## src/hdl/psia_pkg.sv

```systemverilog
// psia_pkg: constants, command codes and carrier structs shared by the
// program-flow and indirect-addressing block and its helpers.
// assumes: nothing; every user writes psia_pkg::name.
package psia_pkg;

    // widths of the program counter and its parts
    localparam int PC_WIDTH = 13;
    localparam int LOW_WIDTH = 8;
    localparam int UPPER_WIDTH = 5;
    localparam int TARGET_WIDTH = 11;
    localparam int STACK_DEPTH = 8;
    localparam int DATA_ADDR_WIDTH = 9;
    localparam int APB_ADDR_WIDTH = 12;

    // register byte offsets on the bus
    localparam logic [11:0] OFF_PC_LOW = 12'h000;
    localparam logic [11:0] OFF_UPPER_LATCH = 12'h004;
    localparam logic [11:0] OFF_FILE_POINTER = 12'h008;
    localparam logic [11:0] OFF_BANK = 12'h00C;

    // field positions
    localparam int LATCH_PAGE_LO = 3;
    localparam int LATCH_PAGE_HI = 4;
    localparam int BANK_FIELD_POS = 7;

    // reset values
    localparam logic [12:0] RST_PC = 13'h0000;
    localparam logic [4:0] RST_LATCH = 5'h00;
    localparam logic [7:0] RST_FILE_POINTER = 8'h00;
    localparam logic RST_BANK = 1'b0;
    localparam logic [12:0] INT_VECTOR_DEFAULT = 13'h0004;

    // indirect port decode and its self-access answer
    localparam logic [6:0] INDIRECT_PORT_INDEX = 7'h00;
    localparam logic [7:0] NULL_READ_VALUE = 8'h00;

    // sequencer commands, gray-coded along fetch, goto, call, return
    typedef enum logic [2:0] {
        OP_IDLE = 3'h0,
        OP_STEP = 3'h1,
        OP_GOTO = 3'h3,
        OP_CALL = 3'h2,
        OP_RETURN = 3'h6,
        OP_VECTOR = 3'h7,
        OP_WRITE_LOW = 3'h5
    } psia_op_t;

    // one command from the core sequencer per cycle
    typedef struct packed {
        psia_op_t op;
        logic [10:0] target;
        logic [7:0] low;
    } psia_seq_cmd_t;

    // one data access, used for the request and the memory side
    typedef struct packed {
        logic valid;
        logic write;
        logic [8:0] addr;
        logic [7:0] wdata;
    } psia_data_req_t;

endpackage

```

## src/hdl/psia_top.sv

```systemverilog
// psia_top: program counter, upper-bits latch, return stack and indirect
// data addressing of a small 8-bit core, with an APB register window.
// assumes: the core sequencer issues one command per clock; data memory
// answers a read in the same cycle its address is presented.
//
// Notes on behaviour
// - thirteen-bit counter, low byte read and written
// - upper counter bits never readable by software
// - every reset clears the upper bits
// - low-byte write loads upper bits from latch
// - call/goto: eleven target bits, latch page bits
// - 8K-word space, jumps stay in 2K page
// - latch bit four ignored when forming addresses
// - eight by thirteen stack, pointer hidden
// - call or interrupt vector pushes whole counter
// - returns pop the stack into the counter
// - push and pop leave latch untouched
// - stack wraps, ninth push overwrites the first
// - no overflow, underflow flags or push instructions
// - indirect port accesses the pointed register
// - self-pointing read gives zero, write ignored
// - effective address is bank bit over pointer
//
// Added by the designer: the APB slave port and the placing of the registers.
`timescale 1ns/1ps
`default_nettype none
module psia_top #(
    parameter logic [12:0] INT_VECTOR = psia_pkg::INT_VECTOR_DEFAULT,
    parameter logic IGNORE_PAGE_HI = 1'b1,
    parameter int STACK_DEPTH = psia_pkg::STACK_DEPTH
) (
    // clock and reset
    input wire logic clock,
    input wire logic reset,
    // apb slave
    input wire logic [11:0] paddr,
    input wire logic psel,
    input wire logic penable,
    input wire logic pwrite,
    input wire logic [31:0] pwdata,
    output logic [31:0] prdata,
    output logic pready,
    output logic pslverr,
    // core sequencer
    input wire psia_pkg::psia_seq_cmd_t seqCmd,
    input wire psia_pkg::psia_data_req_t dataReq,
    // program memory address bus
    output logic [12:0] progAddr,
    // data memory bus
    output psia_pkg::psia_data_req_t memAccess,
    input wire logic [7:0] memRdata,
    // read answer to the core
    output logic [7:0] readData,
    output logic readValid
);

    // ------------------------------------------------------------
    // register select codes
    // ------------------------------------------------------------

    // decoded register, shared by read and write paths
    typedef enum logic [2:0] {
        SEL_NONE = 3'h0,
        SEL_PC_LOW = 3'h1,
        SEL_LATCH = 3'h3,
        SEL_POINTER = 3'h2,
        SEL_BANK = 3'h6
    } psia_sel_t;

    // one decode used by both the read mux and the write strobe
    function automatic psia_sel_t decode_reg(input logic [11:0] addr);
        psia_sel_t sel;
        sel = SEL_NONE;
        unique case (addr)
            psia_pkg::OFF_PC_LOW: sel = SEL_PC_LOW;
            psia_pkg::OFF_UPPER_LATCH: sel = SEL_LATCH;
            psia_pkg::OFF_FILE_POINTER: sel = SEL_POINTER;
            psia_pkg::OFF_BANK: sel = SEL_BANK;
            default: sel = SEL_NONE; // unmapped word
        endcase
        return sel;
    endfunction

    // upper counter bits taken from the latch, with bit four masked
    function automatic logic [4:0] latch_upper(input logic [4:0] latch);
        logic [4:0] upper;
        upper = latch;
        upper[psia_pkg::LATCH_PAGE_HI] = latch[psia_pkg::LATCH_PAGE_HI] & ~IGNORE_PAGE_HI;
        return upper;
    endfunction

    // ------------------------------------------------------------
    // state
    // ------------------------------------------------------------

    logic [12:0] pc; // whole counter; only its low byte is visible
    logic [12:0] next_pc;
    logic [4:0] upperLatch; // staging bits for the counter top
    logic [4:0] next_upperLatch;
    logic [7:0] filePointer; // indirect pointer
    logic [7:0] next_filePointer;
    logic indirectBankBit; // ninth indirect address bit
    logic next_indirectBankBit;

    // bus decode
    psia_sel_t busSel; // register under the current address
    logic busAccess; // access phase of any transfer
    logic busWrite; // write taking effect this edge

    // stack hookup
    logic stackPush;
    logic stackPop;
    logic [12:0] stackPushValue;
    logic [12:0] stackTop;

    // data path
    logic [8:0] effectiveAddr;
    logic nullAccess;
    psia_pkg::psia_data_req_t next_memAccess;
    logic readPending; // a real read is on the memory bus
    logic next_readPending;
    logic nullPending; // a self-pointing read waits to answer
    logic next_nullPending;
    logic [7:0] next_readData;
    logic next_readValid;

    // pc plus one, wraps within the 13-bit space
    logic [12:0] pcPlusOne;
    assign pcPlusOne = pc + 13'h0001;

    // ------------------------------------------------------------
    // apb slave
    // ------------------------------------------------------------

    // zero-wait slave: every access phase completes at once, so no
    // transfer ever stalls and the read mux can stay combinational
    assign pready = 1'b1;
    assign busSel = decode_reg(paddr);
    assign busAccess = psel && penable;
    assign busWrite = busAccess && pwrite && (busSel != SEL_NONE);

    // unmapped words answer with an error and change nothing
    assign pslverr = busAccess && (busSel == SEL_NONE);

    // read mux; the counter's upper bits have no path out
    always_comb begin
        prdata = 32'h0000_0000;
        if (busAccess && !pwrite) begin
            unique case (busSel)
                SEL_PC_LOW: prdata[7:0] = pc[7:0];
                SEL_LATCH: prdata[4:0] = upperLatch;
                SEL_POINTER: prdata[7:0] = filePointer;
                SEL_BANK: prdata[psia_pkg::BANK_FIELD_POS] = indirectBankBit;
                default: prdata = 32'h0000_0000;
            endcase
        end
    end

    // ------------------------------------------------------------
    // program counter
    // ------------------------------------------------------------

    // next counter value; a core command outranks a bus write to the
    // low byte in the same cycle, because the core owns program flow
    always_comb begin
        next_pc = pc;
        stackPush = 1'b0;
        stackPop = 1'b0;
        stackPushValue = pcPlusOne;
        unique case (seqCmd.op)
            psia_pkg::OP_IDLE: begin
                if (busWrite && busSel == SEL_PC_LOW) begin
                    // bus write to the low byte pulls the latch in
                    next_pc = {latch_upper(upperLatch), pwdata[7:0]};
                end
            end
            psia_pkg::OP_STEP: begin
                // plain fetch advance
                next_pc = pcPlusOne;
            end
            psia_pkg::OP_GOTO: begin
                // page bits from the latch, offset from the opcode
                next_pc = {2'(latch_upper(upperLatch) >> psia_pkg::LATCH_PAGE_LO), seqCmd.target};
            end
            psia_pkg::OP_CALL: begin
                // return address is the word after the call
                stackPush = 1'b1;
                stackPushValue = pcPlusOne;
                next_pc = {2'(latch_upper(upperLatch) >> psia_pkg::LATCH_PAGE_LO), seqCmd.target};
            end
            psia_pkg::OP_RETURN: begin
                // covers return, return_with_literal, return_from_interrupt
                stackPop = 1'b1;
                next_pc = stackTop;
            end
            psia_pkg::OP_VECTOR: begin
                // the interrupted instruction resumes on return
                stackPush = 1'b1;
                stackPushValue = pc;
                next_pc = INT_VECTOR;
            end
            psia_pkg::OP_WRITE_LOW: begin
                // instruction writes the low byte, e.g. a computed jump;
                // upper bits come from the latch, not from any carry
                next_pc = {latch_upper(upperLatch), seqCmd.low};
            end
            default: begin
                // undefined op code: hold
                next_pc = pc;
            end
        endcase
    end

    // register the counter; reset clears all of it
    always_ff @(posedge clock or posedge reset) begin
        if (reset) begin
            pc <= psia_pkg::RST_PC;
        end else begin
            pc <= next_pc;
        end
    end

    // program address bus is the counter flop itself
    assign progAddr = pc;

    // ------------------------------------------------------------
    // software registers
    // ------------------------------------------------------------

    // latch changes only on a bus write; stack traffic never touches it
    always_comb begin
        next_upperLatch = upperLatch;
        next_filePointer = filePointer;
        next_indirectBankBit = indirectBankBit;
        if (busWrite) begin
            unique case (busSel)
                SEL_LATCH: next_upperLatch = pwdata[4:0];
                SEL_POINTER: next_filePointer = pwdata[7:0];
                SEL_BANK: next_indirectBankBit = pwdata[psia_pkg::BANK_FIELD_POS];
                default: next_upperLatch = upperLatch; // low byte handled above
            endcase
        end
    end

    // register the software-visible state
    always_ff @(posedge clock or posedge reset) begin
        if (reset) begin
            upperLatch <= psia_pkg::RST_LATCH;
            filePointer <= psia_pkg::RST_FILE_POINTER;
            indirectBankBit <= psia_pkg::RST_BANK;
        end else begin
            upperLatch <= next_upperLatch;
            filePointer <= next_filePointer;
            indirectBankBit <= next_indirectBankBit;
        end
    end

    // ------------------------------------------------------------
    // return stack
    // ------------------------------------------------------------

    // fixed-depth circle; no flags leave it
    psia_return_stack #(
        .DEPTH(STACK_DEPTH),
        .WIDTH(psia_pkg::PC_WIDTH)
    ) returnStack (
        .clock(clock),
        .reset(reset),
        .push(stackPush),
        .pop(stackPop),
        .pushValue(stackPushValue),
        .topValue(stackTop)
    );

    // ------------------------------------------------------------
    // indirect data addressing
    // ------------------------------------------------------------

    // resolve the data address through the pointer
    psia_indirect indirect (
        .directAddr(dataReq.addr),
        .filePointer(filePointer),
        .indirectBankBit(indirectBankBit),
        .effectiveAddr(effectiveAddr),
        .nullAccess(nullAccess)
    );

    // memory request: a self-pointing access never reaches memory,
    // so its write is dropped while the core may still update flags
    always_comb begin
        next_memAccess = '0;
        next_readPending = 1'b0;
        next_nullPending = 1'b0;
        if (dataReq.valid) begin
            if (nullAccess) begin
                next_nullPending = !dataReq.write;
            end else begin
                next_memAccess.valid = 1'b1;
                next_memAccess.write = dataReq.write;
                next_memAccess.addr = effectiveAddr;
                next_memAccess.wdata = dataReq.wdata;
                next_readPending = !dataReq.write;
            end
        end
    end

    // read answer one cycle after the memory saw the address
    always_comb begin
        next_readValid = readPending || nullPending;
        next_readData = readData;
        if (nullPending) begin
            next_readData = psia_pkg::NULL_READ_VALUE;
        end else if (readPending) begin
            next_readData = memRdata;
        end
    end

    // register the data path
    always_ff @(posedge clock or posedge reset) begin
        if (reset) begin
            memAccess <= '0;
            readPending <= 1'b0;
            nullPending <= 1'b0;
            readData <= 8'h00;
            readValid <= 1'b0;
        end else begin
            memAccess <= next_memAccess;
            readPending <= next_readPending;
            nullPending <= next_nullPending;
            readData <= next_readData;
            readValid <= next_readValid;
        end
    end

endmodule
`default_nettype wire

```

## src/hdl/psia_return_stack.sv

```systemverilog
// psia_return_stack: circular return-address stack in flip-flops.
// assumes: push and pop never come in the same cycle.
`timescale 1ns/1ps
`default_nettype none
module psia_return_stack #(
    parameter int DEPTH = psia_pkg::STACK_DEPTH,
    parameter int WIDTH = psia_pkg::PC_WIDTH
) (
    // clock and reset
    input wire logic clock,
    input wire logic reset,
    // stack operations
    input wire logic push,
    input wire logic pop,
    input wire logic [WIDTH-1:0] pushValue,
    output logic [WIDTH-1:0] topValue
);
    localparam int PW = $clog2(DEPTH);

    logic [WIDTH-1:0] entries [DEPTH];
    logic [WIDTH-1:0] next_entries [DEPTH];
    logic [PW-1:0] pointer; // next free slot, hidden from software
    logic [PW-1:0] next_pointer;

    // the newest entry sits just below the pointer
    assign topValue = entries[pointer - PW'(1)];

    // pointer wraps: the ninth push lands on the first slot
    always_comb begin
        next_entries = entries;
        next_pointer = pointer;
        if (push) begin
            next_entries[pointer] = pushValue;
            next_pointer = pointer + PW'(1);
        end else if (pop) begin
            // no underflow flag: popping past empty keeps wrapping
            next_pointer = pointer - PW'(1);
        end
    end

    // register stack state
    always_ff @(posedge clock or posedge reset) begin
        if (reset) begin
            pointer <= '0;
            for (int i = 0; i < DEPTH; i++) begin
                entries[i] <= '0;
            end
        end else begin
            pointer <= next_pointer;
            entries <= next_entries;
        end
    end
endmodule
`default_nettype wire

```

## src/hdl/psia_indirect.sv

```systemverilog
// psia_indirect: turns a data address into the effective address,
// resolving the indirect port through the file pointer and bank bit.
// assumes: purely combinational use by the top module.
`timescale 1ns/1ps
`default_nettype none
module psia_indirect (
    // access from the instruction
    input wire logic [8:0] directAddr,
    // pointer state
    input wire logic [7:0] filePointer,
    input wire logic indirectBankBit,
    // resolved access
    output logic [8:0] effectiveAddr,
    output logic nullAccess
);
    logic isIndirect;

    // the port has no storage of its own; it is a window
    assign isIndirect = (directAddr[6:0] == psia_pkg::INDIRECT_PORT_INDEX);

    // bank bit on top of the pointer gives nine bits
    always_comb begin
        effectiveAddr = directAddr;
        if (isIndirect) begin
            effectiveAddr = {indirectBankBit, filePointer};
        end
    end

    // a pointer of zero points back at the port itself
    assign nullAccess = isIndirect && (filePointer == 8'h00);
endmodule
`default_nettype wire

```

## config.mk

```make
export PLATFORM = sky130hd
export DESIGN_NAME = psia_top
export DESIGN_NICKNAME = d
export VERILOG_FILES = /design/src/hdl/psia_pkg.sv /design/src/hdl/psia_top.sv /design/src/hdl/psia_return_stack.sv /design/src/hdl/psia_indirect.sv
export SDC_FILE = /design/constraint.sdc
export NUM_CORES = 1
export LEC_CHECK = 0
export BUFFER_PORTS_ARGS = -buffer_cell sky130_fd_sc_hd__buf_4
export CAP_MARGIN = 20
export CORE_ASPECT_RATIO = 1.25
export CORE_MARGIN = 5
export CORE_UTILIZATION = 45
export CTS_BUF_LIST = sky130_fd_sc_hd__clkbuf_2 sky130_fd_sc_hd__clkbuf_4 sky130_fd_sc_hd__clkbuf_8
export CTS_CLUSTER_SIZE = 24
export DETAILED_ROUTE_END_ITERATION = 7
export MAX_ROUTING_LAYER = met4
export PLACE_DENSITY = 0.66
export SYNTH_ARGS = -nofsm -noshare
export SYNTH_HDL_FRONTEND = slang
export SYNTH_HIERARCHICAL = 1
export SYNTH_SLANG_ARGS = --single-unit
```

## constraint.sdc

```tcl
create_clock -name clock -period 3 [get_ports clock]
set_input_delay 0.15 -clock clock [delete_from_list [all_inputs] [get_ports clock]]
set_output_delay 0.15 -clock clock [all_outputs]
set_load 0.01 [all_outputs]
```

==> qor.csv, run 1 <==
stage,metric,value,unit
setup_path,crit_fanout,34,
synth,netlist_area,8705,um2
setup_path,r2r_start,returnStack/pointer[0],
power_and_ir_drop,seqPwrFrac,0.366,
synth,yosysTopAreaCell,dfrtp_1,
synth,avgSynthCellArea,11.48,um2
setup_path,cp-end-kind,register,
power_and_ir_drop,combinationalPowerShare,0.451,
routing,totalWireLength,22810,um
timing,post-route-min-period,2.581,ns
clock_tree,postCtsSetupRepairBufs,0,
timing,setup_violations,0,
power_and_ir_drop,cellPowerDensity,874.1,nW/um2
timing,fin_crit_sh,0.8603,
setup_path,critPathLaunchType,register,
setup_path,critPathLaunch,returnStack/pointer[0],
synth,netlist_instances,758,
clock_tree,cts_max_path_buffers,2,
setup_path,worstPathRequired,3.31,ns
synth,ys_seq_area_frac,0.4715,
floorplan,die_y,165.5,um
floorplan,io_pins,173,
floorplan,fp.dieW,134.4,um
clock_tree,postCtsResizedCells,0,
setup_path,crit_end,progAddr[7],
power_and_ir_drop,netSwitchingFraction,0.3601,
clock_tree,cts_hold_buf,31,
setup_path,rr_worst_depth,9,
clock_tree,clkTransAtPathRegs,0.09,ns
synth,synthTopCellsByArea,"dfrtp_1 (47%), mux2_2 (12%), mux2i_1 (7.9%)",
floorplan,fp-row-count,57,
floorplan,initial_core_util,0.4520,
setup_path,r2r_end,progAddr[7],
final_layout,nets,1014,
power_and_ir_drop,ir_drop,0.5899,mV
final_layout,utilization,0.5513,
timing,fin_ws,0.4190,ns
global_route,grt_pass1_wl,35810,um
power_and_ir_drop,total_leakage_power,5.106,nW
synth,synth_warnings,6,
timing,fin_skew,0.01528,ns
timing,max_clock_freq,0.3874,GHz
clock_tree,clock_latency,0.46,ns
power_and_ir_drop,clkPwrFrac,0.183,
routing,drt_iter0_drc,228,
synth,synth_cell_types,53,
timing,rsz0062_at_grt,false,
setup_path,r2r_slack,0.42,ns
synth,synth_ff_type,dfrtp_1,
timing,hold_viol_final,0,
clock_tree,cts_root_buffer,clkbuf_8,
place,place.gp.congestion,0.8732,
global_route,grt_pass1_vias,6408,
power_and_ir_drop,power.internal,5.937,mW
place,port_buffers,123,
routing,antenna_left,0,
job,cap_viol_max_count,0,
routing,drc_errors,0,
global_route,antenna_found_initial,0,
synth,synthArstFlopShare,1.000,
final_layout,antennaDiodeCount,0,
routing,first_pass_iters,8,
routing,wl_per_cell,19.65,um
floorplan,core,19260,um2
synth,synth.top_cell.area_share,0.4715,
routing,viasPerCell,5.376,
run_status,status,"finished, final reports clean",
final_layout,synthToLayoutAreaGrowth,21.95,%
routing,vias,6242,
synth,ys_ff_latch,164,
timing,slew_headroom,0.4750,
timing,drv_slew,0,
global_route,grtUsageTotal,0.2145,
place,dp_slack,0.4617,ns
place,dp_hpwl,16470,um
global_route,grt_max_degree,54,
setup_path,criticalPathCategory,reg2reg,
clock_tree,cts_tree,built,
timing,tightest_slew,0.7875,ns
clock_tree,cts_buffers,17,
setup_path,cp.arrival,2.89,ns
floorplan,dieArea,22240,um2
global_route,gr-total-overflow,0,
hold_path,hold_class,in2reg,
synth,synth_edf_count,0,
timing,tns,0,ns
clock_tree,htree_levels,4,
final_layout,drive_above_1_share,0.3697,
power_and_ir_drop,p_sw,3.341,mW
clock_tree,cts_num_sinks,164,
## registers in the layout (all words and copies together) (netlist names)
signal,flops
returnStack/entries,104
returnStack/pointer,3
filePointer,8
readData,8
readPending,1
memAccess,19
upperLatch,5
readValid,1
nullPending,1
indirectBankBit,1
progAddr,13
## area by class of cell
type / instances / area [um2]
Inverter: 11 / 43.79
Sequential cell: 164 / 4104
Multi-Input combinational cell: 529 / 4228
Clock inverter: 11 / 150.1
Timing Repair Buffer: 190 / 1519
Tap cell: 236 / 295.3
Clock buffer: 20 / 275.3
Fill cell: 1651 / 8641
## worst min path at each step
stage | startpoint | endpoint | slack (ns) | depth (start not counted)
after floorplan | dataReq[17] | readPending | 0.22 | 1
after global placement | reset | returnStack/entries[30] | 0.31 | 2
after detailed placement | reset | returnStack/entries[5] | 0.31 | 2
after CTS | dataReq[14] | memAccess[14] | 0.0007 | 3
after global routing | dataReq[10] | memAccess[10] | 0.0006 | 3
final | seqCmd[10] | progAddr[2] | 0.02 | 3
## power by group through the flow
stage / logic [mW] / registers [mW] / clock network [mW]
finish: 4.19 / 3.39 / 1.70
global route: 4.55 / 3.50 / 1.84
CTS: 4.19 / 3.39 / 1.74
detailed placement: 4.14 / 3.43 / 0
global placement: 4.10 / 3.41 / 0
floorplan: 3.03 / 3.34 / 0
## layer usage
metal  up-vias  wire (um)  track usage
li1       2962          -            -
met1      3074       9568       0.2519
met2       177      11670       0.3721
met3        29       1152      0.04576
met4         0        418      0.06481
met5         -          0            -
## logic make-up after synthesis
| family | Yosys count | share of synthesized area |
|---|---|---|
| multiplexers | 192 | 0.2514 |
| other | 2 | 0.0008628 |
| XOR/XNOR | 19 | 0.01912 |
| buffers and inverters | 88 | 0.05649 |
| AND/OR/NAND/NOR | 217 | 0.1407 |
| adder cells (fa/ha/maj) | 3 | 0.004313 |
| flip-flops | 164 | 0.4715 |
| AO/OA/AOI/OAI | 73 | 0.05563 |
## Yosys cell counts, drive strengths merged (8+ instances only)
master	number
inv	11
and2	23
mux2	123
clkbuf	19
a21oi	20
dfrtp	164
xor2	8
and4	16
nor3	15
a21o	8
nor2	38
buf	58
o21ai	14
nand2	27
xnor2	11
nand3	61
mux2i	69
## through the flow
stage          area [um2]  hold slack, ns  std cells  power, mW
3_3_place_gp         9862          0.3115       1097      7.508
5_1_grt             10620       0.0006166       1161      9.877
2_1_floorplan        8802          0.2156        781      6.364
3_5_place_dp         9862          0.3135       1097      7.577
6_report            10620         0.01609       1161      9.279
4_1_cts             10600       0.0006781       1159      9.330
## critical path: stages, from the launching register on
cell	delay [ns]
dfrtp_1	0.36
inv_1	0.06
ha_2	0.53
buf_12	0.29
mux2i_1	0.24
nand3_1	0.09
and4_1	0.22
a221o_1	0.35
o22ai_1	0.15
o22ai_1	0.10
## cells in the final DEF, fill, tap and decap left out, types with 4 or more instances in the layout
cell | netlist | layout
dfrtp_1 | 164 | 164
buf_4 | 31 | 157
mux2_2 | 93 | 93
mux2i_1 | 69 | 69
nand3_1 | 61 | 61
nor2_1 | 37 | 37
dlygate4sd3_1 | 0 | 32
mux2_4 | 30 | 30
nand2_1 | 27 | 27
conb_1 | 2 | 25
and2_1 | 22 | 22
clkbuf_8 | 0 | 20
a21oi_1 | 19 | 19
and4_1 | 16 | 16
o21ai_0 | 14 | 14
nor3_1 | 14 | 11
xnor2_1 | 11 | 10
inv_1 | 10 | 8
o22ai_1 | 7 | 7
xor2_1 | 8 | 7
a21o_2 | 7 | 7
nor2b_1 | 6 | 6
or3_1 | 6 | 6
and3_1 | 5 | 5
a221oi_1 | 5 | 5
a22oi_1 | 4 | 4
nor3_2 | 1 | 4
Note: power is estimated with default switching activity, not from simulation.
==> run 2: changes to the inputs <==
REMOVE_ABC_BUFFERS = 1   (was not set)
==> run 2 against run 1 <==
  * Power up 0.29%
  * Clock skew shrank 0.0056 ns
  * Clock power is 12% lower
  * Critical path type unchanged
  * Largest cell class unchanged
==> qor.csv, run 2 (synthesis gave the netlist of run 1 again) <==
stage,metric,value,unit,change
clock_tree,postCtsSetupRepairBufs,0,,unchanged
setup_path,worstPathRequired,3.30,ns,about the same
place,port_buffers,123,,unchanged
place,place.gp.congestion,0.8368,,-4.2%
clock_tree,clock_latency,0.45,ns,about the same
routing,drt_iter0_drc,311,,+36%
place,dp_slack,0.4570,ns,-0.004764 ns
final_layout,antennaDiodeCount,0,,unchanged
timing,fin_hold_ws,0.03299,ns,+0.01690 ns
timing,drv_slew,0,,unchanged
setup_path,critPathLaunchType,register,,
floorplan,die_y,165.5,um,unchanged
global_route,use_met1,0.2620,,+0.01014
global_route,grt_pass1_wl,36160,um,+0.96%
power_and_ir_drop,total_leakage_power,5.177,nW,+1.4%
power_and_ir_drop,total_power,9.305,mW,+0.29%
global_route,antenna_found_initial,0,,unchanged
clock_tree,htree_levels,4,,unchanged
final_layout,layoutNonFillerInstCount,1178,,+1.5%
timing,fin_skew,0.009641,ns,-0.005639 ns
routing,drc_errors,0,,unchanged
power_and_ir_drop,ir_drop,0.4176,mV,-29%
timing,setup_violations,0,,unchanged
clock_tree,cts_buffers,17,,unchanged
final_layout,drive_above_1_share,0.3790,,+0.009251
timing,slew_headroom,0.5101,,+0.03511
floorplan,io_pins,173,,unchanged
setup_path,criticalPathCategory,reg2reg,,
final_layout,largest_reg_flops,104,,unchanged
place,place_area,10000,um2,+1.4%
setup_path,cp-end-kind,register,,
timing,max_clock_freq,0.3912,GHz,+0.98%
timing,post-route-min-period,2.556,ns,-0.02494 ns
clock_tree,cts_hold_buf,34,,+9.7%
routing,viasPerCell,5.438,,+1.1%
routing,first_pass_iters,5,,-3
clock_tree,postCtsResizedCells,0,,unchanged
timing,fin_ws,0.4439,ns,+0.02494 ns
global_route,gr-total-overflow,0,,unchanged
global_route,grt_busiest_layer,met2,,
setup_path,critical-path-max-stage-delay,0.44,ns,-0.09 ns
routing,wl_per_cell,19.55,um,-0.51%
global_route,grtUsageMet2,0.3607,,-0.01144
hold_path,hold_class,in2reg,,
setup_path,r2r_slack,0.44,ns,+0.02 ns
run_status,status,"finished, final reports clean",,
setup_path,crit_fanout,13,,-62%
place,dp.cells,1111,,+1.3%
routing,antenna_left,0,,unchanged
final_layout,nets,1030,,+1.6%
global_route,grtUsageTotal,0.2151,,+0.0005692
timing,fin_crit_sh,0.8520,,-0.008313
routing,totalWireLength,23030,um,+0.94%
floorplan,core,19260,um2,unchanged
setup_path,cp.arrival,2.86,ns,-0.03 ns
place,dp_hpwl,16690,um,+1.4%
final_layout,synthToLayoutAreaGrowth,23.17,%,
setup_path,cpMaxStageDelayCell,ha_2,,
clock_tree,clkTransAtPathRegs,0.09,ns,about the same
clock_tree,cts_tree,built,,
final_layout,regMostFlops,returnStack/entries,,
floorplan,initial_core_util,0.4520,,unchanged
job,cap_viol_max_count,0,,unchanged
floorplan,fp-row-count,57,,unchanged
global_route,grt_max_degree,60,,+11%
routing,vias,6406,,+2.6%
setup_path,path_cells,"inv_1, ha_2, buf_4, mux2i_1, nand3_1, and4_1, a221oi_1, a21oi_1, nor2_1, o21ai_0",,
floorplan,dieArea,22240,um2,unchanged
timing,hold_viol_final,0,,unchanged
final_layout,final_area,10720,um2,+1.0%
clock_tree,cts_num_sinks,164,,unchanged
timing,rsz0062_at_grt,false,,
global_route,use_met3,0.04121,,-0.004545
clock_tree,cts_root_buffer,clkbuf_8,,
final_layout,final_cell_mix,"buf_4 (168), dfrtp_1 (164), mux2_2 (93), mux2i_1 (69), nand3_1 (61)",,
power_and_ir_drop,cellPowerDensity,867.9,nW/um2,-0.71%
timing,tightest_slew,0.7349,ns,-0.05266 ns
floorplan,fp.dieW,134.4,um,unchanged
global_route,grt_pass1_vias,6624,,+3.4%
final_layout,final_common_cell,buf_4,,
final_layout,utilization,0.5568,,+0.005523
clock_tree,cts_max_path_buffers,2,,unchanged
timing,tns,0,ns,unchanged
run 2: cell types whose count changed in the layout (fill, tap and decap cells not counted):
cell,delta
clkbuf_8,-2
clkbuf_4,+2
clkinv_2,+3
clkinvlp_4,-1
clkinv_4,+1
bufinv_16,-2
buf_4,+11
dlygate4sd3_1,+2
buf_12,+3
run 2: power breakdown:
part | internal, mW | switching [mW]
sequential | 2.94 | 0.455
combinational | 2.30 | 2.11
clock | 0.697 | 0.802
total | 5.94 | 3.37
run 2: worst paths after layout:
check | endpoint | depth (start not counted) | startpoint
min in group asynchronous | progAddr[0] | 3 | reset
worst min register to register | returnStack/entries[62] | 1 | returnStack/entries[62]
worst max-delay path | progAddr[4] | 10 | returnStack/pointer[0]
worst max register to register | progAddr[4] | 10 | returnStack/pointer[0]
worst min-delay path | memAccess[16] | 3 | dataReq[16]
max in group asynchronous | returnStack/entries[74] | 4 | reset
run 2: worst max-delay path, delay by kind of cell (launching register included):
kind | cells | cell delay, ns
fa+ha+maj | 1 | 0.44
flops | 1 | 0.36
mux | 1 | 0.25
compound gates | 3 | 0.56
simple gates | 3 | 0.42
buf+inv | 2 | 0.37
run 2: area by class of cell:
cell class | count | area [um2]
Clock buffer | 20 | 262.8
Clock inverter | 12 | 106.4
Fill cell | 1654 | 8534
Inverter | 11 | 43.79
Multi-Input combinational cell | 529 | 4228
Sequential cell | 164 | 4104
Tap cell | 236 | 295.3
Timing Repair Buffer | 206 | 1682
run 2: layer usage:
layer / wire, um / up-vias / share of wire
met4: 505 / 0 / 0.022
met5: 0 / - / 0
met3: 1165 / 31 / 0.051
met1: 9775 / 3178 / 0.42
li1: - / 2993 / -
met2: 11580 / 204 / 0.50
==> run 3: changes to the inputs <==
CORE_ASPECT_RATIO = 1.5   (was 1.25)
==> run 3 against run 2 <==
  * Maximum frequency up 0.33%
  * Power down 0.21%
  * Clock power up 13%
  * Sequential power about the same
  * Combinational power down 5.2%
  * Non-clock buffer count down 11
  * Setup slack better by 0.0083 ns
  * Critical path type unchanged
  * Critical endpoint is now progAddr[8]
  * Largest cell class unchanged
==> qor.csv, run 3 (synthesis gave the netlist of run 1 again) <==
stage,metric,value,unit,change
timing,tightest_slew,1.038,ns,+0.3029 ns
floorplan,core,19080,um2,-0.90%
setup_path,worstPathRequired,3.35,ns,+0.05 ns
final_layout,regMostFlops,returnStack/entries,,
timing,fin_hold_ws,0.06123,ns,+0.02824 ns
final_layout,antennaDiodeCount,0,,unchanged
power_and_ir_drop,total_power,9.286,mW,-0.21%
global_route,grtUsageTotal,0.2199,,+0.004829
final_layout,largest_reg_flops,104,,unchanged
clock_tree,cts_max_path_buffers,2,,unchanged
clock_tree,cts_buffers,17,,unchanged
final_layout,final_common_cell,dfrtp_1,,
setup_path,crit_end,progAddr[8],,
setup_path,rr_worst_depth,10,,unchanged
setup_path,cp-end-kind,register,,
timing,rsz0062_at_grt,false,,
routing,totalWireLength,23450,um,+1.8%
setup_path,r2r_slack,0.45,ns,about the same
timing,fin_skew,0.01677,ns,+0.007132 ns
global_route,grt_pass1_wl,36710,um,+1.5%
clock_tree,cts_hold_buf,36,,+5.9%
global_route,antenna_found_initial,0,,unchanged
clock_tree,cts_num_sinks,164,,unchanged
floorplan,initial_core_util,0.4561,,+0.004090
clock_tree,postCtsSetupRepairBufs,0,,unchanged
clock_tree,clock_latency,0.47,ns,+0.02 ns
setup_path,r2r_end,progAddr[8],,
hold_path,hold_class,in2reg,,
final_layout,synthToLayoutAreaGrowth,22.87,%,
routing,viasPerCell,5.381,,-1.1%
timing,max_clock_freq,0.3925,GHz,+0.33%
setup_path,r2r_start,returnStack/pointer[1],,
place,dp.cells,1119,,+0.72%
floorplan,fp.dieW,123.6,um,-8.1%
final_layout,drive_above_1_share,0.3695,,-0.009486
routing,antenna_left,0,,unchanged
place,dp_hpwl,16900,um,+1.3%
timing,slew_headroom,0.3067,,-0.2033
global_route,grt_max_degree,65,,+8.3%
power_and_ir_drop,total_leakage_power,5.135,nW,-0.80%
timing,fin_crit_sh,0.8493,,-0.002769
setup_path,critPathLaunchType,register,,
floorplan,dieArea,22280,um2,+0.18%
setup_path,criticalPathCategory,reg2reg,,
clock_tree,clkTransAtPathRegs,0.10,ns,about the same
power_and_ir_drop,ir_drop,0.5204,mV,+25%
final_layout,utilization,0.5605,,+0.003661
power_and_ir_drop,cellPowerDensity,868.2,nW/um2,about the same
clock_tree,cts_tree,built,,
routing,drt_iter0_drc,405,,+30%
timing,post-route-min-period,2.548,ns,-0.008308 ns
floorplan,io_pins,173,,unchanged
timing,hold_viol_final,0,,unchanged
routing,vias,6387,,-0.30%
routing,wl_per_cell,19.75,um,+1.1%
routing,drc_errors,0,,unchanged
setup_path,cp.arrival,2.89,ns,+0.03 ns
floorplan,die_y,180.3,um,+9.0%
place,port_buffers,123,,unchanged
final_layout,nets,1019,,-1.1%
timing,setup_violations,0,,unchanged
setup_path,crit_fanout,26,,+13
final_layout,layoutNonFillerInstCount,1187,,+0.76%
clock_tree,postCtsResizedCells,0,,unchanged
hold_path,hold_start,seqCmd[10],,
clock_tree,htree_levels,4,,unchanged
clock_tree,cts_root_buffer,clkbuf_8,,
timing,drv_slew,0,,unchanged
setup_path,critPathLaunch,returnStack/pointer[1],,
global_route,grt_pass1_vias,6637,,+0.20%
routing,first_pass_iters,5,,unchanged
job,cap_viol_max_count,0,,unchanged
floorplan,fp-row-count,62,,+8.8%
global_route,gr-total-overflow,0,,unchanged
run_status,status,"finished, final reports clean",,
final_layout,final_cell_mix,"dfrtp_1 (164), buf_4 (156), mux2_2 (93), mux2i_1 (69), nand3_1 (61)",,
place,place.gp.congestion,0.8672,,+3.6%
run 3: changes by cell type in the layout (fill, tap and decap cells not counted):
cell | previous run | this run
dlygate4sd3_1 | 34 | 36
clkbuf_8 | 18 | 17
inv_6 | 2 | 4
buf_4 | 168 | 156
clkbuf_4 | 2 | 1
clkinv_2 | 5 | 2
inv_8 | 0 | 4
buf_12 | 4 | 3
bufinv_16 | 1 | 2
clkinv_4 | 3 | 1
run 3: layout make-up:
cell class                      count  area (um2)
Sequential cell                   164        4104
Clock buffer                       18       241.5
Inverter                           11       43.79
Clock inverter                     14       166.4
Multi-Input combinational cell    529        4228
Timing Repair Buffer              195        1592
Fill cell                        1661        8388
Tap cell                          256       320.3
run 3: how the worst min path moves through the flow:
stage | to | cells past startpoint | slack, ns
final | progAddr[2] | 3 | 0.06
after global routing | progAddr[2] | 3 | 0.07
after CTS | progAddr[2] | 3 | 0.04
after detailed placement | returnStack/entries[71] | 2 | 0.26
after global placement | returnStack/entries[71] | 2 | 0.25
after floorplan | readPending | 1 | 0.22
run 3: power by group:
part	switching, mW	leakage, nW	total [mW]	internal (mW)
Combinational	2.06	2.82	4.18	2.12
Sequential	0.465	2.10	3.41	2.94
Clock	0.916	0.210	1.70	0.780
Total	3.44	5.14	9.29	5.85
run 3: per-stage QoR:
step	setup WS, ns	cell area [um2]	setup TNS, ns
finish	0.4522	10700	0
detailed placement	0.5033	9927	0
floorplan	-1.767	8341	-19.56
global route	0.2791	10700	0
CTS	0.4877	10700	0
global placement	0.5343	9927	0
run 3: metal layers:
layer  GRT usage  wire (um)  up-vias
li1            -          -     2978
met1      0.2570       9419     3142
met5           -          0        -
met2      0.3780      12080      216
met4     0.07982        713        0
met3     0.03392       1238       51
run 3: worst max-delay path, cell delays in order, from the launching register on:
cell and delay (ns):
dfrtp_1 0.39, inv_2 0.07, ha_2 0.36, buf_12 0.22, mux2i_1 0.21, nand3_1 0.09, and4_1 0.22, a22o_1 0.20
a22oi_1 0.18, o21ai_0 0.09, or3_1 0.38
